### src/status_pkg.sv
// Purpose: Shared constants and types for the status reporting registers.
// Assumes: Registers are reached through a simple command port, one word per access.
// Notes: Selector codes identify registers; they are not bus addresses.
package status_pkg;

	// ----------------------------------------
	// Register selectors
	// ----------------------------------------
	localparam logic [2:0] SEL_OPER_LIVE = 3'h0;
	localparam logic [2:0] SEL_OPER_EVENT = 3'h1;
	localparam logic [2:0] SEL_OPER_MASK = 3'h2;
	localparam logic [2:0] SEL_QUES_LIVE = 3'h3;
	localparam logic [2:0] SEL_QUES_EVENT = 3'h4;
	localparam logic [2:0] SEL_QUES_MASK = 3'h5;

	// ----------------------------------------
	// Field layout and reset values
	// ----------------------------------------
	localparam int REG_W = 16;
	localparam logic [15:0] OPER_DEFINED = 16'h0521;
	localparam logic [15:0] QUES_DEFINED = 16'h0008;
	localparam logic [15:0] MASK_RESET = 16'h0000;
	localparam int CAL_BIT = 0;
	localparam int TRIG_BIT = 5;
	localparam int CONSTANT_VOLTAGE_BIT = 8;
	localparam int CONSTANT_CURRENT_BIT = 10;
	localparam int OVERTEMPERATURE_BIT = 3;
	localparam int OPER_SUM_BIT = 7;
	localparam int QUES_SUM_BIT = 3;

	typedef struct packed {
		logic constant_current_flag;
		logic constant_voltage_flag;
		logic trigger_pending_flag;
		logic calibration_busy_flag;
	} oper_cond_t;

	typedef struct packed {
		logic valid;
		logic write;
		logic preset;
		logic [2:0] sel;
		logic [15:0] wdata;
	} cmd_t;

endpackage : status_pkg

### src/event_group.sv
// Purpose: One status group: event latch, enable mask and summary.
// Assumes: Condition inputs are synchronous to the clock.
// Notes: Undefined bits are held at zero by the DEFINED parameter.
`timescale 1ns/1ps
`default_nettype none
module event_group import status_pkg::*; #(
	parameter logic [15:0] DEFINED = 16'hffff
) (
	input wire logic core_clk_i,
	input wire logic rst_i,
	input wire logic [15:0] cond_i,
	input wire logic mask_we_i,
	input wire logic [15:0] mask_wdata_i,
	input wire logic preset_i,
	input wire logic event_rd_i,
	output logic [15:0] event_o,
	output logic [15:0] mask_o,
	output logic summary_o
);
	logic [15:0] cond_q;
	logic [15:0] event_q;
	logic [15:0] mask_q;
	logic [15:0] cond_m;
	logic [15:0] rise;

	assign cond_m = cond_i & DEFINED;
	assign rise = cond_m & ~cond_q;

	always_ff @(posedge core_clk_i) begin
		if (rst_i) begin
			cond_q <= 16'h0000;
		end else begin
			cond_q <= cond_m;
		end
	end

	// A rise in the read cycle survives the clear, so no entry is lost.
	always_ff @(posedge core_clk_i) begin
		if (rst_i) begin
			event_q <= 16'h0000;
		end else if (event_rd_i) begin
			event_q <= rise;
		end else begin
			event_q <= event_q | rise;
		end
	end

	always_ff @(posedge core_clk_i) begin
		if (rst_i) begin
			mask_q <= MASK_RESET;
		end else if (preset_i) begin
			mask_q <= MASK_RESET;
		end else if (mask_we_i) begin
			mask_q <= mask_wdata_i & DEFINED;
		end
	end

	assign event_o = event_q;
	assign mask_o = mask_q;
	assign summary_o = |(event_q & mask_q);
endmodule : event_group
`default_nettype wire

### src/status_regs.sv
// Purpose: Operation and questionable status groups with a command port.
// Assumes: One command per valid cycle; read data appears one cycle later.
// Notes: Undefined selectors read zero and ignore writes.
`timescale 1ns/1ps
`default_nettype none
// Behaviour
// - Operation mask stores written values, defined bits.
// - Status bit 7 ORs enabled operation events.
// - Operation mask read returns stored value.
// - Operation events latch until read.
// - Operation event read returns, then clears.
// - Events set on entering a condition.
// - Preset clears both enable masks.
// - Questionable bit 3 is overtemperature only.
// - Questionable events latch since previous read.
// - Questionable event read returns, then clears.
// - Questionable condition reads live, unlatched.
// - Status bit 3 ORs enabled questionable events.
// - Questionable mask read returns stored value.
// - Operation bits 0,5,8,10; others zero.
// - Operation condition reads live, unchanged.
module status_regs import status_pkg::*; (
	input wire logic core_clk_i,
	input wire logic rst_i,
	input wire oper_cond_t oper_cond_i,
	input wire logic overtemperature_flag_i,
	input wire cmd_t cmd_i,
	output logic [15:0] rdata_o,
	output logic rvalid_o,
	output logic [7:0] status_byte_o
);
	logic [15:0] oper_live;
	logic [15:0] ques_live;
	logic [15:0] oper_event;
	logic [15:0] oper_mask;
	logic [15:0] ques_event;
	logic [15:0] ques_mask;
	logic oper_sum;
	logic ques_sum;
	logic rd;
	logic [15:0] rdata_d;
	logic [15:0] rdata_q;
	logic rvalid_q;

	// ----------------------------------------
	// Live conditions
	// ----------------------------------------
	always_comb begin
		oper_live = 16'h0000;
		oper_live[CAL_BIT] = oper_cond_i.calibration_busy_flag;
		oper_live[TRIG_BIT] = oper_cond_i.trigger_pending_flag;
		oper_live[CONSTANT_VOLTAGE_BIT] = oper_cond_i.constant_voltage_flag;
		oper_live[CONSTANT_CURRENT_BIT] = oper_cond_i.constant_current_flag;
		ques_live = 16'h0000;
		ques_live[OVERTEMPERATURE_BIT] = overtemperature_flag_i;
	end

	assign rd = cmd_i.valid && !cmd_i.write && !cmd_i.preset;

	// ----------------------------------------
	// Groups
	// ----------------------------------------
	event_group #(.DEFINED(OPER_DEFINED)) u_oper (
		.core_clk_i(core_clk_i),
		.rst_i(rst_i),
		.cond_i(oper_live),
		.mask_we_i(cmd_i.valid && cmd_i.write && cmd_i.sel == SEL_OPER_MASK),
		.mask_wdata_i(cmd_i.wdata),
		.preset_i(cmd_i.valid && cmd_i.preset),
		.event_rd_i(rd && cmd_i.sel == SEL_OPER_EVENT),
		.event_o(oper_event),
		.mask_o(oper_mask),
		.summary_o(oper_sum)
	);

	event_group #(.DEFINED(QUES_DEFINED)) u_ques (
		.core_clk_i(core_clk_i),
		.rst_i(rst_i),
		.cond_i(ques_live),
		.mask_we_i(cmd_i.valid && cmd_i.write && cmd_i.sel == SEL_QUES_MASK),
		.mask_wdata_i(cmd_i.wdata),
		.preset_i(cmd_i.valid && cmd_i.preset),
		.event_rd_i(rd && cmd_i.sel == SEL_QUES_EVENT),
		.event_o(ques_event),
		.mask_o(ques_mask),
		.summary_o(ques_sum)
	);

	// ----------------------------------------
	// Read path
	// ----------------------------------------
	// Event reads return the value held before the clear takes effect.
	always_comb begin
		case (cmd_i.sel)
			SEL_OPER_LIVE: rdata_d = oper_live;
			SEL_OPER_EVENT: rdata_d = oper_event;
			SEL_OPER_MASK: rdata_d = oper_mask;
			SEL_QUES_LIVE: rdata_d = ques_live;
			SEL_QUES_EVENT: rdata_d = ques_event;
			SEL_QUES_MASK: rdata_d = ques_mask;
			default: rdata_d = 16'h0000;
		endcase
	end

	always_ff @(posedge core_clk_i) begin
		if (rst_i) begin
			rdata_q <= 16'h0000;
		end else if (rd) begin
			rdata_q <= rdata_d;
		end
	end

	always_ff @(posedge core_clk_i) begin
		if (rst_i) begin
			rvalid_q <= 1'b0;
		end else begin
			rvalid_q <= rd;
		end
	end

	assign rdata_o = rdata_q;
	assign rvalid_o = rvalid_q;

	always_comb begin
		status_byte_o = 8'h00;
		status_byte_o[OPER_SUM_BIT] = oper_sum;
		status_byte_o[QUES_SUM_BIT] = ques_sum;
	end
endmodule : status_regs
`default_nettype wire

### config.mk
export PLATFORM = sky130hd
export DESIGN_NAME = status_regs
export DESIGN_NICKNAME = d
export VERILOG_FILES = /design/src/status_pkg.sv /design/src/event_group.sv /design/src/status_regs.sv
export SDC_FILE = /design/constraint.sdc
export NUM_CORES = 1
export LEC_CHECK = 0
export ABC_AREA = 1
export BUFFER_PORTS_ARGS = -buffer_cell sky130_fd_sc_hd__buf_2
export CORE_AREA = 2 2 53 55
export DETAILED_ROUTE_END_ITERATION = 10
export DIE_AREA = 0 0 55 57
export PLACE_DENSITY = 0.78
export RECOVER_POWER = 50
export SLEW_MARGIN = 25
export SYNTH_ARGS = -nofsm -noshare
export SYNTH_HDL_FRONTEND = slang
export SYNTH_SLANG_ARGS = --single-unit
### constraint.sdc
create_clock -name core_clk_i -period 1 [get_ports core_clk_i]
set_input_delay 0.2 -clock core_clk_i [delete_from_list [all_inputs] [get_ports core_clk_i]]
set_output_delay 0.2 -clock core_clk_i [all_outputs]
set_load 0.05 [all_outputs]
==> results of run 1 <==
state kept, by name (all words and copies together), names as in the netlist:
register / flops
rdata_o: 6
u_oper.cond_q: 4
u_oper.event_o: 4
u_oper.mask_o: 4
rvalid_o: 1
u_ques.cond_q: 1
u_ques.event_o: 1
u_ques.mask_o: 1
metal layers:
| layer | up-vias | global-route usage [%] | share of wire, % |
|---|---|---|---|
| met5 | - | 0 | 0 |
| met4 | 0 | 2.09 | 0.53 |
| met3 | 2 | 4.71 | 5.7 |
| met2 | 26 | 25.9 | 49 |
| met1 | 442 | 19.3 | 44 |
| li1 | 535 | - | - |
critical path: cells and delay by family (launching register included):
family,cells,cell delay (ns)
AND/OR/NAND/NOR,2,0.18
flip-flops,1,0.35
buffers and inverters,1,0.18
kinds of logic after synthesis:
logic type | count (synthesis) | synth area share, %
other cells | 1 | 0.344
flops | 22 | 40.5
buf+inv | 37 | 20.1
compound gates | 16 | 7.70
simple gates | 71 | 31.4
power groups by stage:
stage                     Sequential (µW)  Clock [µW]  Combinational, µW
after global placement                941           0                273
after floorplan                       950           0                181
final                                 925         483                286
after CTS                             924         497                288
after detailed placement              942           0                275
after global routing                  928         531                317
cells in the mapped netlist (all sizes together):
cell type	number	area, µm²
o21ai	4	20.0
clkbuf	1	3.75
a21oi	12	63.8
buf	21	159
nor2	26	108
conb	1	3.75
nand2	17	63.8
dfxtp	22	440
nor3	1	16.3
nand3	17	90.1
nand3b	1	7.51
nand4	9	56.3
inv	15	56.3
stage by stage:
step,utilization [%],instance area (µm²),instances
2_1_floorplan,-,1110,152
3_3_place_gp,49.4,1290,212
3_5_place_dp,49.4,1290,212
4_1_cts,54.7,1430,218
5_1_grt,55.4,1450,218
6_report,55.4,1450,218
cell type report:
cell class	count	share of cell area (%)
repair buffers	53	28.4
inverters	15	3.89
flip-flops and latches	22	31.6
multi-input cells	93	30.9
clock buffers	4	2.50
well taps	31	2.68
repair_timing:
action                                 CTS  global route
buffers inserted                         2             0
gates resized for setup                 34            16
pin swaps                                1             0
setup endpoints to repair               19            19
endpoints found under the hold margin    0             0
cell usage in the layout (no fill, tap or decap):
| cell type | n |
|---|---|
| conb_1 | 6 |
| buf_12 | 1 |
| a21oi_1 | 11 |
| nand3_1 | 16 |
| buf_2 | 16 |
| nor3_4 | 1 |
| buf_6 | 5 |
| nor2_2 | 1 |
| clkbuf_1 | 2 |
| clkbuf_4 | 3 |
| dfxtp_1 | 10 |
| inv_1 | 13 |
| dfxtp_2 | 11 |
| nand4_1 | 9 |
| dfxtp_4 | 1 |
| o21ai_0 | 4 |
| nor2_1 | 24 |
| nor2_4 | 1 |
| clkbuf_8 | 1 |
| nand2_1 | 17 |
| buf_8 | 4 |
| inv_2 | 2 |
| a21oi_2 | 1 |
| nand3b_1 | 1 |
| nand3_2 | 1 |
| buf_4 | 25 |
path summary, 6_finish.rpt:
check / from / slack [ns] / to / cells after the start
hold reg to reg: rdata_o[8] / 0.48 / rdata_o[8] / 2
hold / removal: overtemperature_flag_i / 0.13 / u_ques.cond_q[3] / 3
setup reg to reg: u_oper.mask_o[0] / 0.13 / rdata_o[0] / 5
setup / recovery: u_oper.event_o[8] / -0.20 / status_byte_o[7] / 3
==> impl_metrics.tcl, run 1 <==
set metrics [dict create \
    run_status "complete, but fails checks" \
    violations "negative setup slack" \
    ratio_of_total_power_to_cell_area_nw_per_um2 1170 \
    global_route_wire_length_before_repair_um 3570 \
    timing.critical_path.to_type "output port" \
    max-cap-violations 0 \
    hpwl_um 1620 \
    total_switching_power_uw 455 \
    grt.overflow.total 0 \
    fin_nets 217 \
    required_ns 0.80 \
    cts_made_buffers 3 \
    startpoint_type "flip-flop" \
    slowest_delay_ns 0.35 \
    area_used_by_multi_input_combinational_logic_um2 448 \
    leakagePower_uw 0.000706 \
    finalCritPeriodShare_pct 120 \
    fp.dieArea_um2 3140 \
    min-delay-path-class "primary input to flip-flop" \
    cts_sinks 22 \
    grt.total_usage_pct 15.3 \
    seqPwrFrac_pct 54.6 \
    htreeDepth 1 \
    cts_tree "done" \
    worst_setup_hold_path_clk_slew_ns 0.13 \
    gp_congestion 0.743 \
    cp_max_fo 3 \
    synthDistinctLibCells 20 \
    clk_path_buf_depth 2 \
    post_synth_instance_area_um2 1090 \
    report.final.setup_viol 17 \
    placementRows 19 \
    cp_data_arrival_time_ns 1.00 \
    die_x_um 55 \
    clock-skew-final_ns 0.0144 \
    post_drt_via_cell_ratio 4.61 \
    fillCellCount 258 \
    ctsRootBufferMaster "clkbuf_4" \
    start_util_pct 41.6 \
    number_of_antenna_violations_at_the_first_check_in_global_routing 0 \
    vias 1005 \
    seqCellArea_um2 458 \
    grt_pass1_vias 869 \
    power_uw 1690 \
    syn_avg_cell_area_um2 7.41 \
    grt_setup_unrepaired "true" \
    grt_start_max_net_pins 18 \
    final-max-slew-violation-count 0 \
    ir_drop_mv 0.925 \
    tightestPinTransition_ns 0.743 \
    setup_total_negative_slack_ns -2.03 \
    max_freq_mhz 837 \
    floorplan.io_pins 54 \
    min_period_ns 1.20 \
    first_pass_iters 4 \
    setup_ws_ns -0.195 \
    power_switching_share_pct 26.9 \
    floorplan.die.height_um 57 \
    ys.warnings.count 0 \
    p_int_uw 1240 \
    placement.setup.worst_slack_ns -0.0621 \
    area_growth_syn_to_layout_pct 33.1 \
    postRouteAntennaNets 0 \
    hold-worst-slack_ns 0.126 \
    ys_seq_area_share_pct 40.5 \
    dr.first_iter.drc_count 12 \
    routed_wl_um 2090 \
    setup.worst_path.class "flip-flop to output port" \
    netlist_instances 147 \
    clockPowerShare_pct 28.5 \
    design.core.area_um2 2620 \
    num_antenna_cells 0 \
    power.share.combinational_pct 16.9 \
    ys_seq_elements 22 \
    drcViolationCount 0 \
    remaining_max_slew_budget_at_the_tightest_pin_pct 50.5 \
    wire_per_inst_um 9.61 \
    post_route_cells_drive_above_1_share_pct 39.6 \
    hold_buffers 0 \
    critical_path.cell_chain "nand2_1, nand4_1, buf_6" \
    clock_latency_ns 0.31 \
    place.port_buffers 36 \
    critPathSlowestCell "dfxtp_2" \
    timing.final.hold_violations 0 \
]
Power figures use the tool's default switching activity.
==> run 2: changes to the inputs <==
--- a/config.mk
+++ b/config.mk
@@ -8,6 +8,7 @@
 export ABC_AREA = 1
 export BUFFER_PORTS_ARGS = -buffer_cell sky130_fd_sc_hd__buf_2
 export CORE_AREA = 2 2 53 55
+export CTS_CLUSTER_SIZE = 14
 export DETAILED_ROUTE_END_ITERATION = 10
 export DIE_AREA = 0 0 55 57
 export PLACE_DENSITY = 0.78
==> constraint.sdc (replaced) <==
create_clock -name core_clk_i -period 1.19 [get_ports core_clk_i]
set_input_delay 0.238 -clock core_clk_i [delete_from_list [all_inputs] [get_ports core_clk_i]]
set_output_delay 0.238 -clock core_clk_i [all_outputs]
set_load 0.05 [all_outputs]
==> run 2 against run 1 <==
- the flow still finishes with violations (negative setup slack)
- cell area decreased by 4.1%
- via count down 0.50%
- global-route usage is 0.31 points lower
- register-to-register slack improved by 0.17 ns
- clock power decreased by 33%
- combinational power down 24%
- flip-flop and latch count unchanged
- first-iteration DRC count fell by 25%
- clock skew is 0.0054 ns lower
- power is 22% lower
- sequential share of layout area grew 1.2 points
- critical path type unchanged
- die area is the same
- critical endpoint is now rdata_o[15]
==> impl_metrics.tcl, run 2 (synthesized netlist as in run 1, its figures left out) <==
set metrics [dict create \
    ir_drop_mv 0.593 \
    largest_register_ff_count 6 \
    cp_top_family "flip-flops" \
    hpwl_um 1630 \
    remaining_max_slew_budget_at_the_tightest_pin_pct 53.5 \
    global_route_wire_length_before_repair_um 3540 \
    cts_made_buffers 3 \
    grt_start_max_net_pins 18 \
    finalCritPeriodShare_pct 105 \
    min-delay-path-class "primary input to flip-flop" \
    grt.overflow.total 0 \
    timing.critical_path.to_type "output port" \
    dp.cells 201 \
    grt_use_met3_pct 5.50 \
    fp.dieArea_um2 3140 \
    critical_path.cell_chain "buf_4, buf_8" \
    placedInstanceArea_um2 1210 \
    htreeDepth 1 \
    grt_pass1_vias 851 \
    cp_max_fo 6 \
    dr.first_iter.drc_count 9 \
    worstHoldPathCells 3 \
    clock-skew-final_ns 0.00898 \
    max_freq_mhz 804 \
    design_area_um2 1390 \
    cp_data_arrival_time_ns 1.01 \
    min_period_ns 1.24 \
    gp_congestion 0.803 \
    busiest_metal_layer_after_global_routing "met2" \
    setup.worst_path.class "flip-flop to output port" \
    required_ns 0.95 \
    routed_wl_um 2270 \
    violations "negative setup slack" \
    critPathSlowestCell "dfxtp_4" \
    cp_num_cells 2 \
    clock_latency_ns 0.30 \
    setup_ws_ns -0.0541 \
    floorplan.die.height_um 57 \
    fin_nets 210 \
    final_common_cell "nor2_1" \
    start_util_pct 41.6 \
    report.final.setup_viol 12 \
    wire_per_inst_um 10.8 \
    startpoint_type "flip-flop" \
    met1_usage_in_global_routing_pct 19.9 \
    die_x_um 55 \
    placementRows 19 \
    grt_use_met2_pct 23.6 \
    final-max-slew-violation-count 0 \
    rr_worst_depth 5 \
    ctsRootBufferMaster "clkbuf_4" \
    worst_setup_hold_path_clk_slew_ns 0.11 \
    drcViolationCount 0 \
    post_route_cells_drive_above_1_share_pct 34.6 \
    num_antenna_cells 0 \
    max-cap-violations 0 \
    crit_buf_inv 2 \
    clk_path_buf_depth 2 \
    cts_tree "done" \
    fillCellCount 270 \
    grt.total_usage_pct 15.0 \
    number_of_antenna_violations_at_the_first_check_in_global_routing 0 \
    floorplan.io_pins 54 \
    area_used_by_multi_input_combinational_logic_um2 448 \
    tightestPinTransition_ns 0.698 \
    vias 1000 \
    run_status "complete, but fails checks" \
    first_pass_iters 4 \
    timing.final.hold_violations 0 \
    postRouteAntennaNets 0 \
    layout.cells.most_common_list "nor2_1 (24), buf_2 (18), nand2_1 (17), nand3_1 (16), inv_1 (14)" \
    slowest_delay_ns 0.36 \
    leakagePower_uw 0.000662 \
    area_growth_syn_to_layout_pct 27.7 \
    post_drt_via_cell_ratio 4.76 \
    place.port_buffers 36 \
    layout.cells.non_filler 210 \
    cts_sinks 22 \
    grt_setup_unrepaired "true" \
    ratio_of_total_power_to_cell_area_nw_per_um2 950 \
    seqCellArea_um2 455 \
    hold_buffers 0 \
    design.core.area_um2 2620 \
]
## run 2: cell count changes in the layout (fill, tap and decap cells not counted), sizes merged
cell,delta
clkbuf,+3
buf,-11
## run 2: final timing paths
kind / start / endpoint / slack, ns
setup / recovery: rdata_o[14] / rdata_o[15] / -0.05
hold reg to reg: rdata_o[8] / rdata_o[8] / 0.48
setup reg to reg: u_ques.mask_o[3] / rdata_o[3] / 0.30
hold / removal: cmd_i[10] / u_oper.mask_o[10] / 0.17
## run 2: where the power goes
part	total, µW	internal, µW	leakage (µW)	switching [µW]
sequential	779	764	0.000184	15.1
combinational	218	71.6	0.000464	147
clock	323	118	0.0000138	205
total	1320	954	0.000662	367
## run 2: per-stage QoR
stage / power [µW] / hold slack, ns / setup TNS [ns] / util [%] / worst slack [ns]
6_report: 1320 / 0.174 / -0.523 / 53.2 / -0.0541
5_1_grt: 1400 / 0.166 / -1.27 / 53.2 / -0.114
4_1_cts: 1320 / 0.169 / -0.235 / 50.0 / -0.0558
3_5_place_dp: 1000 / 0.453 / 0 / 46.2 / 0.0706
3_3_place_gp: 1000 / 0.452 / 0 / 46.2 / 0.0896
2_1_floorplan: 953 / 0.363 / 0 / - / 0.128
## run 2: layer usage
layer / up-vias / share of wire (%)
met5: - / 0
met2: 34 / 50
met4: 0 / 0.44
li1: 516 / -
met1: 448 / 43
met3: 2 / 6.6
## run 2: worst register-to-register path, cell delays in order (launching register included)
cell     delay (ns)
dfxtp_1        0.36
buf_4          0.12
nand4_1        0.08
nand3_1        0.09
nand2_1        0.06
a21oi_1        0.13
## run 2: cell type report
| type | instances | share of cell area, % |
|---|---|---|
| Multi-Input combinational cell | 93 | 32.2 |
| Sequential cell | 22 | 32.8 |
| Tap cell | 31 | 2.79 |
| Clock buffer | 3 | 1.62 |
| Timing Repair Buffer | 46 | 26.6 |
| Inverter | 15 | 4.05 |
## run 2: repair_timing
item | CTS | global route
setup buffers | 0 | 6
gates resized for setup | 31 | 15
pin swaps | 0 | 1
setup endpoints to repair | 13 | 16
==> run 3: changes to the inputs <==
--- a/config.mk
+++ b/config.mk
@@ -7,10 +7,10 @@
 export LEC_CHECK = 0
 export ABC_AREA = 1
 export BUFFER_PORTS_ARGS = -buffer_cell sky130_fd_sc_hd__buf_2
-export CORE_AREA = 2 2 53 55
+export CORE_AREA = 2 2 56 58
 export CTS_CLUSTER_SIZE = 14
 export DETAILED_ROUTE_END_ITERATION = 10
-export DIE_AREA = 0 0 55 57
+export DIE_AREA = 0 0 58 60
 export PLACE_DENSITY = 0.78
 export RECOVER_POWER = 50
 export SLEW_MARGIN = 25
==> constraint.sdc (replaced) <==
create_clock -name core_clk_i -period 1.1 [get_ports core_clk_i]
set_input_delay 0.22 -clock core_clk_i [delete_from_list [all_inputs] [get_ports core_clk_i]]
set_output_delay 0.22 -clock core_clk_i [all_outputs]
set_load 0.05 [all_outputs]
==> run 3 against run 2 <==
- the flow still finishes with violations (negative setup slack)
- highest routed layer unchanged
- critical path type unchanged
- die area up 11%
- non-clock buffer count increased by 3
- critical path depth unchanged
- global-route usage decreased by 1.1 points
- largest power group unchanged
- routed wire length down 0.79%
- utilization down 2.8 points
- via count up 0.20%
- clock power up 6.5%
==> impl_metrics.tcl, run 3 (synthesized netlist as in run 1, its figures left out) <==
set metrics [dict create \
    setup_total_negative_slack_ns -1.16 \
    startpoint_type "flip-flop" \
    tightestPinTransition_ns 0.716 \
    floorplan.io_pins 54 \
    ir_drop_mv 0.800 \
    power_uw 1430 \
    number_of_antenna_violations_at_the_first_check_in_global_routing 0 \
    report.final.setup_viol 13 \
    max_freq_mhz 803 \
    hold_path_startpoint "oper_cond_i[3]" \
    dr.first_iter.drc_count 19 \
    clock-skew-final_ns 0.000619 \
    grt_start_max_net_pins 18 \
    layout.cells.non_filler 215 \
    largest_register_ff_count 6 \
    design.core.area_um2 2900 \
    start_point_of_the_critical_path "rdata_o[14]" \
    vias 1002 \
    drcViolationCount 0 \
    setup_ws_ns -0.146 \
    floorplan.die.height_um 60 \
    cts_made_buffers 3 \
    placementRows 20 \
    grt.overflow.total 0 \
    hold-worst-slack_ns 0.149 \
    cp_max_fo 7 \
    clk_path_buf_depth 2 \
    finalCritPeriodShare_pct 113 \
    hpwl_um 1600 \
    cp_data_arrival_time_ns 1.03 \
    start_util_pct 37.5 \
    timing.final.hold_violations 0 \
    final-max-slew-violation-count 0 \
    die_x_um 58 \
    cts_sinks 22 \
    min-delay-path-class "primary input to flip-flop" \
    layout.cells.most_common_list "nor2_1 (24), nand2_1 (16), nand3_1 (16), buf_2 (15), inv_1 (13)" \
    fillCellCount 294 \
    leakagePower_uw 0.000686 \
    post_route_cells_drive_above_1_share_pct 36.8 \
    wire_per_inst_um 10.5 \
    timing.critical_path.to_type "output port" \
    num_antenna_cells 0 \
    setup.worst_path.class "flip-flop to output port" \
    htreeDepth 1 \
    grt.total_usage_pct 13.8 \
    post_drt_via_cell_ratio 4.66 \
    grt_setup_unrepaired "true" \
    run_status "complete, but fails checks" \
    postRouteAntennaNets 0 \
    gp_congestion 0.796 \
    cts_tree "done" \
    ctsRootBufferMaster "clkbuf_4" \
    place.port_buffers 36 \
    seqCellArea_um2 455 \
    grt_pass1_vias 839 \
    ratio_of_total_power_to_cell_area_nw_per_um2 980 \
    worst_setup_hold_path_clk_slew_ns 0.11 \
    dp.cells 205 \
    crit-reg2reg-launch "u_oper.event_o[8]" \
    first_pass_iters 4 \
    routed_wl_um 2250 \
    global_route_wire_length_before_repair_um 3700 \
    final_common_cell "nor2_1" \
    hold_buffers 0 \
    min_period_ns 1.25 \
    clock_latency_ns 0.30 \
    max-cap-violations 0 \
    area_growth_syn_to_layout_pct 34.4 \
    area_used_by_multi_input_combinational_logic_um2 450 \
    fp.dieArea_um2 3480 \
    required_ns 0.88 \
    remaining_max_slew_budget_at_the_tightest_pin_pct 52.3 \
    violations "negative setup slack" \
    fin_nets 213 \
]
run 3: changes by cell type in the layout (fill, tap and decap cells not counted), sizes merged:
cell and change:
clkbuf -2, buf +5
run 3: layout make-up:
cell class                 count  share of cell area [%]
sequential                    22                    31.1
multi-input combinational     93                    30.8
timing repair buffer          49                    29.9
inverter                      15                    3.85
tap                           33                    2.82
clock buffer                   3                    1.54
run 3: worst max-delay path, stage by stage, from the launching register on:
cell and delay, ns:
dfxtp_4 0.43, buf_8 0.15, buf_8 0.15
run 3: worst paths after layout:
path / cells after the start / slack (ns) / to
min reg2reg: 2 / 0.48 / rdata_o[8]
max: 2 / -0.15 / rdata_o[4]
max reg2reg: 5 / 0.22 / rdata_o[8]
min: 3 / 0.15 / u_oper.cond_q[10]
run 3: timing repair:
action,CTS,global route
setup buffers,7,0
pin swaps,2,1
resized for setup,45,15
hold endpoints to repair,0,0
setup endpoints to repair,18,19
run 3: stage by stage:
stage,area (µm²),utilization (%),setup WS [ns]
6_report,1460,50.4,-0.146
5_1_grt,1460,50.4,-0.201
4_1_cts,1420,48.9,-0.133
3_5_place_dp,1220,42.2,-0.0271
3_3_place_gp,1220,42.2,-0.0151
2_1_floorplan,1110,-,0.0555
run 3: power by group:
| group | internal [µW] | switching (µW) | total (µW) |
|---|---|---|---|
| clock | 128 | 217 | 344 |
| sequential | 826 | 14.4 | 841 |
| combinational | 85.9 | 162 | 248 |
run 3: per-layer routing:
layer | wire length (µm) | vias to the layer above | track usage, %
met4 | 15 | 0 | 1.99
met1 | 971 | 440 | 16.6
met3 | 177 | 2 | 4.76
met2 | 1090 | 38 | 24.4
met5 | 0 | - | 0
li1 | - | 522 | -
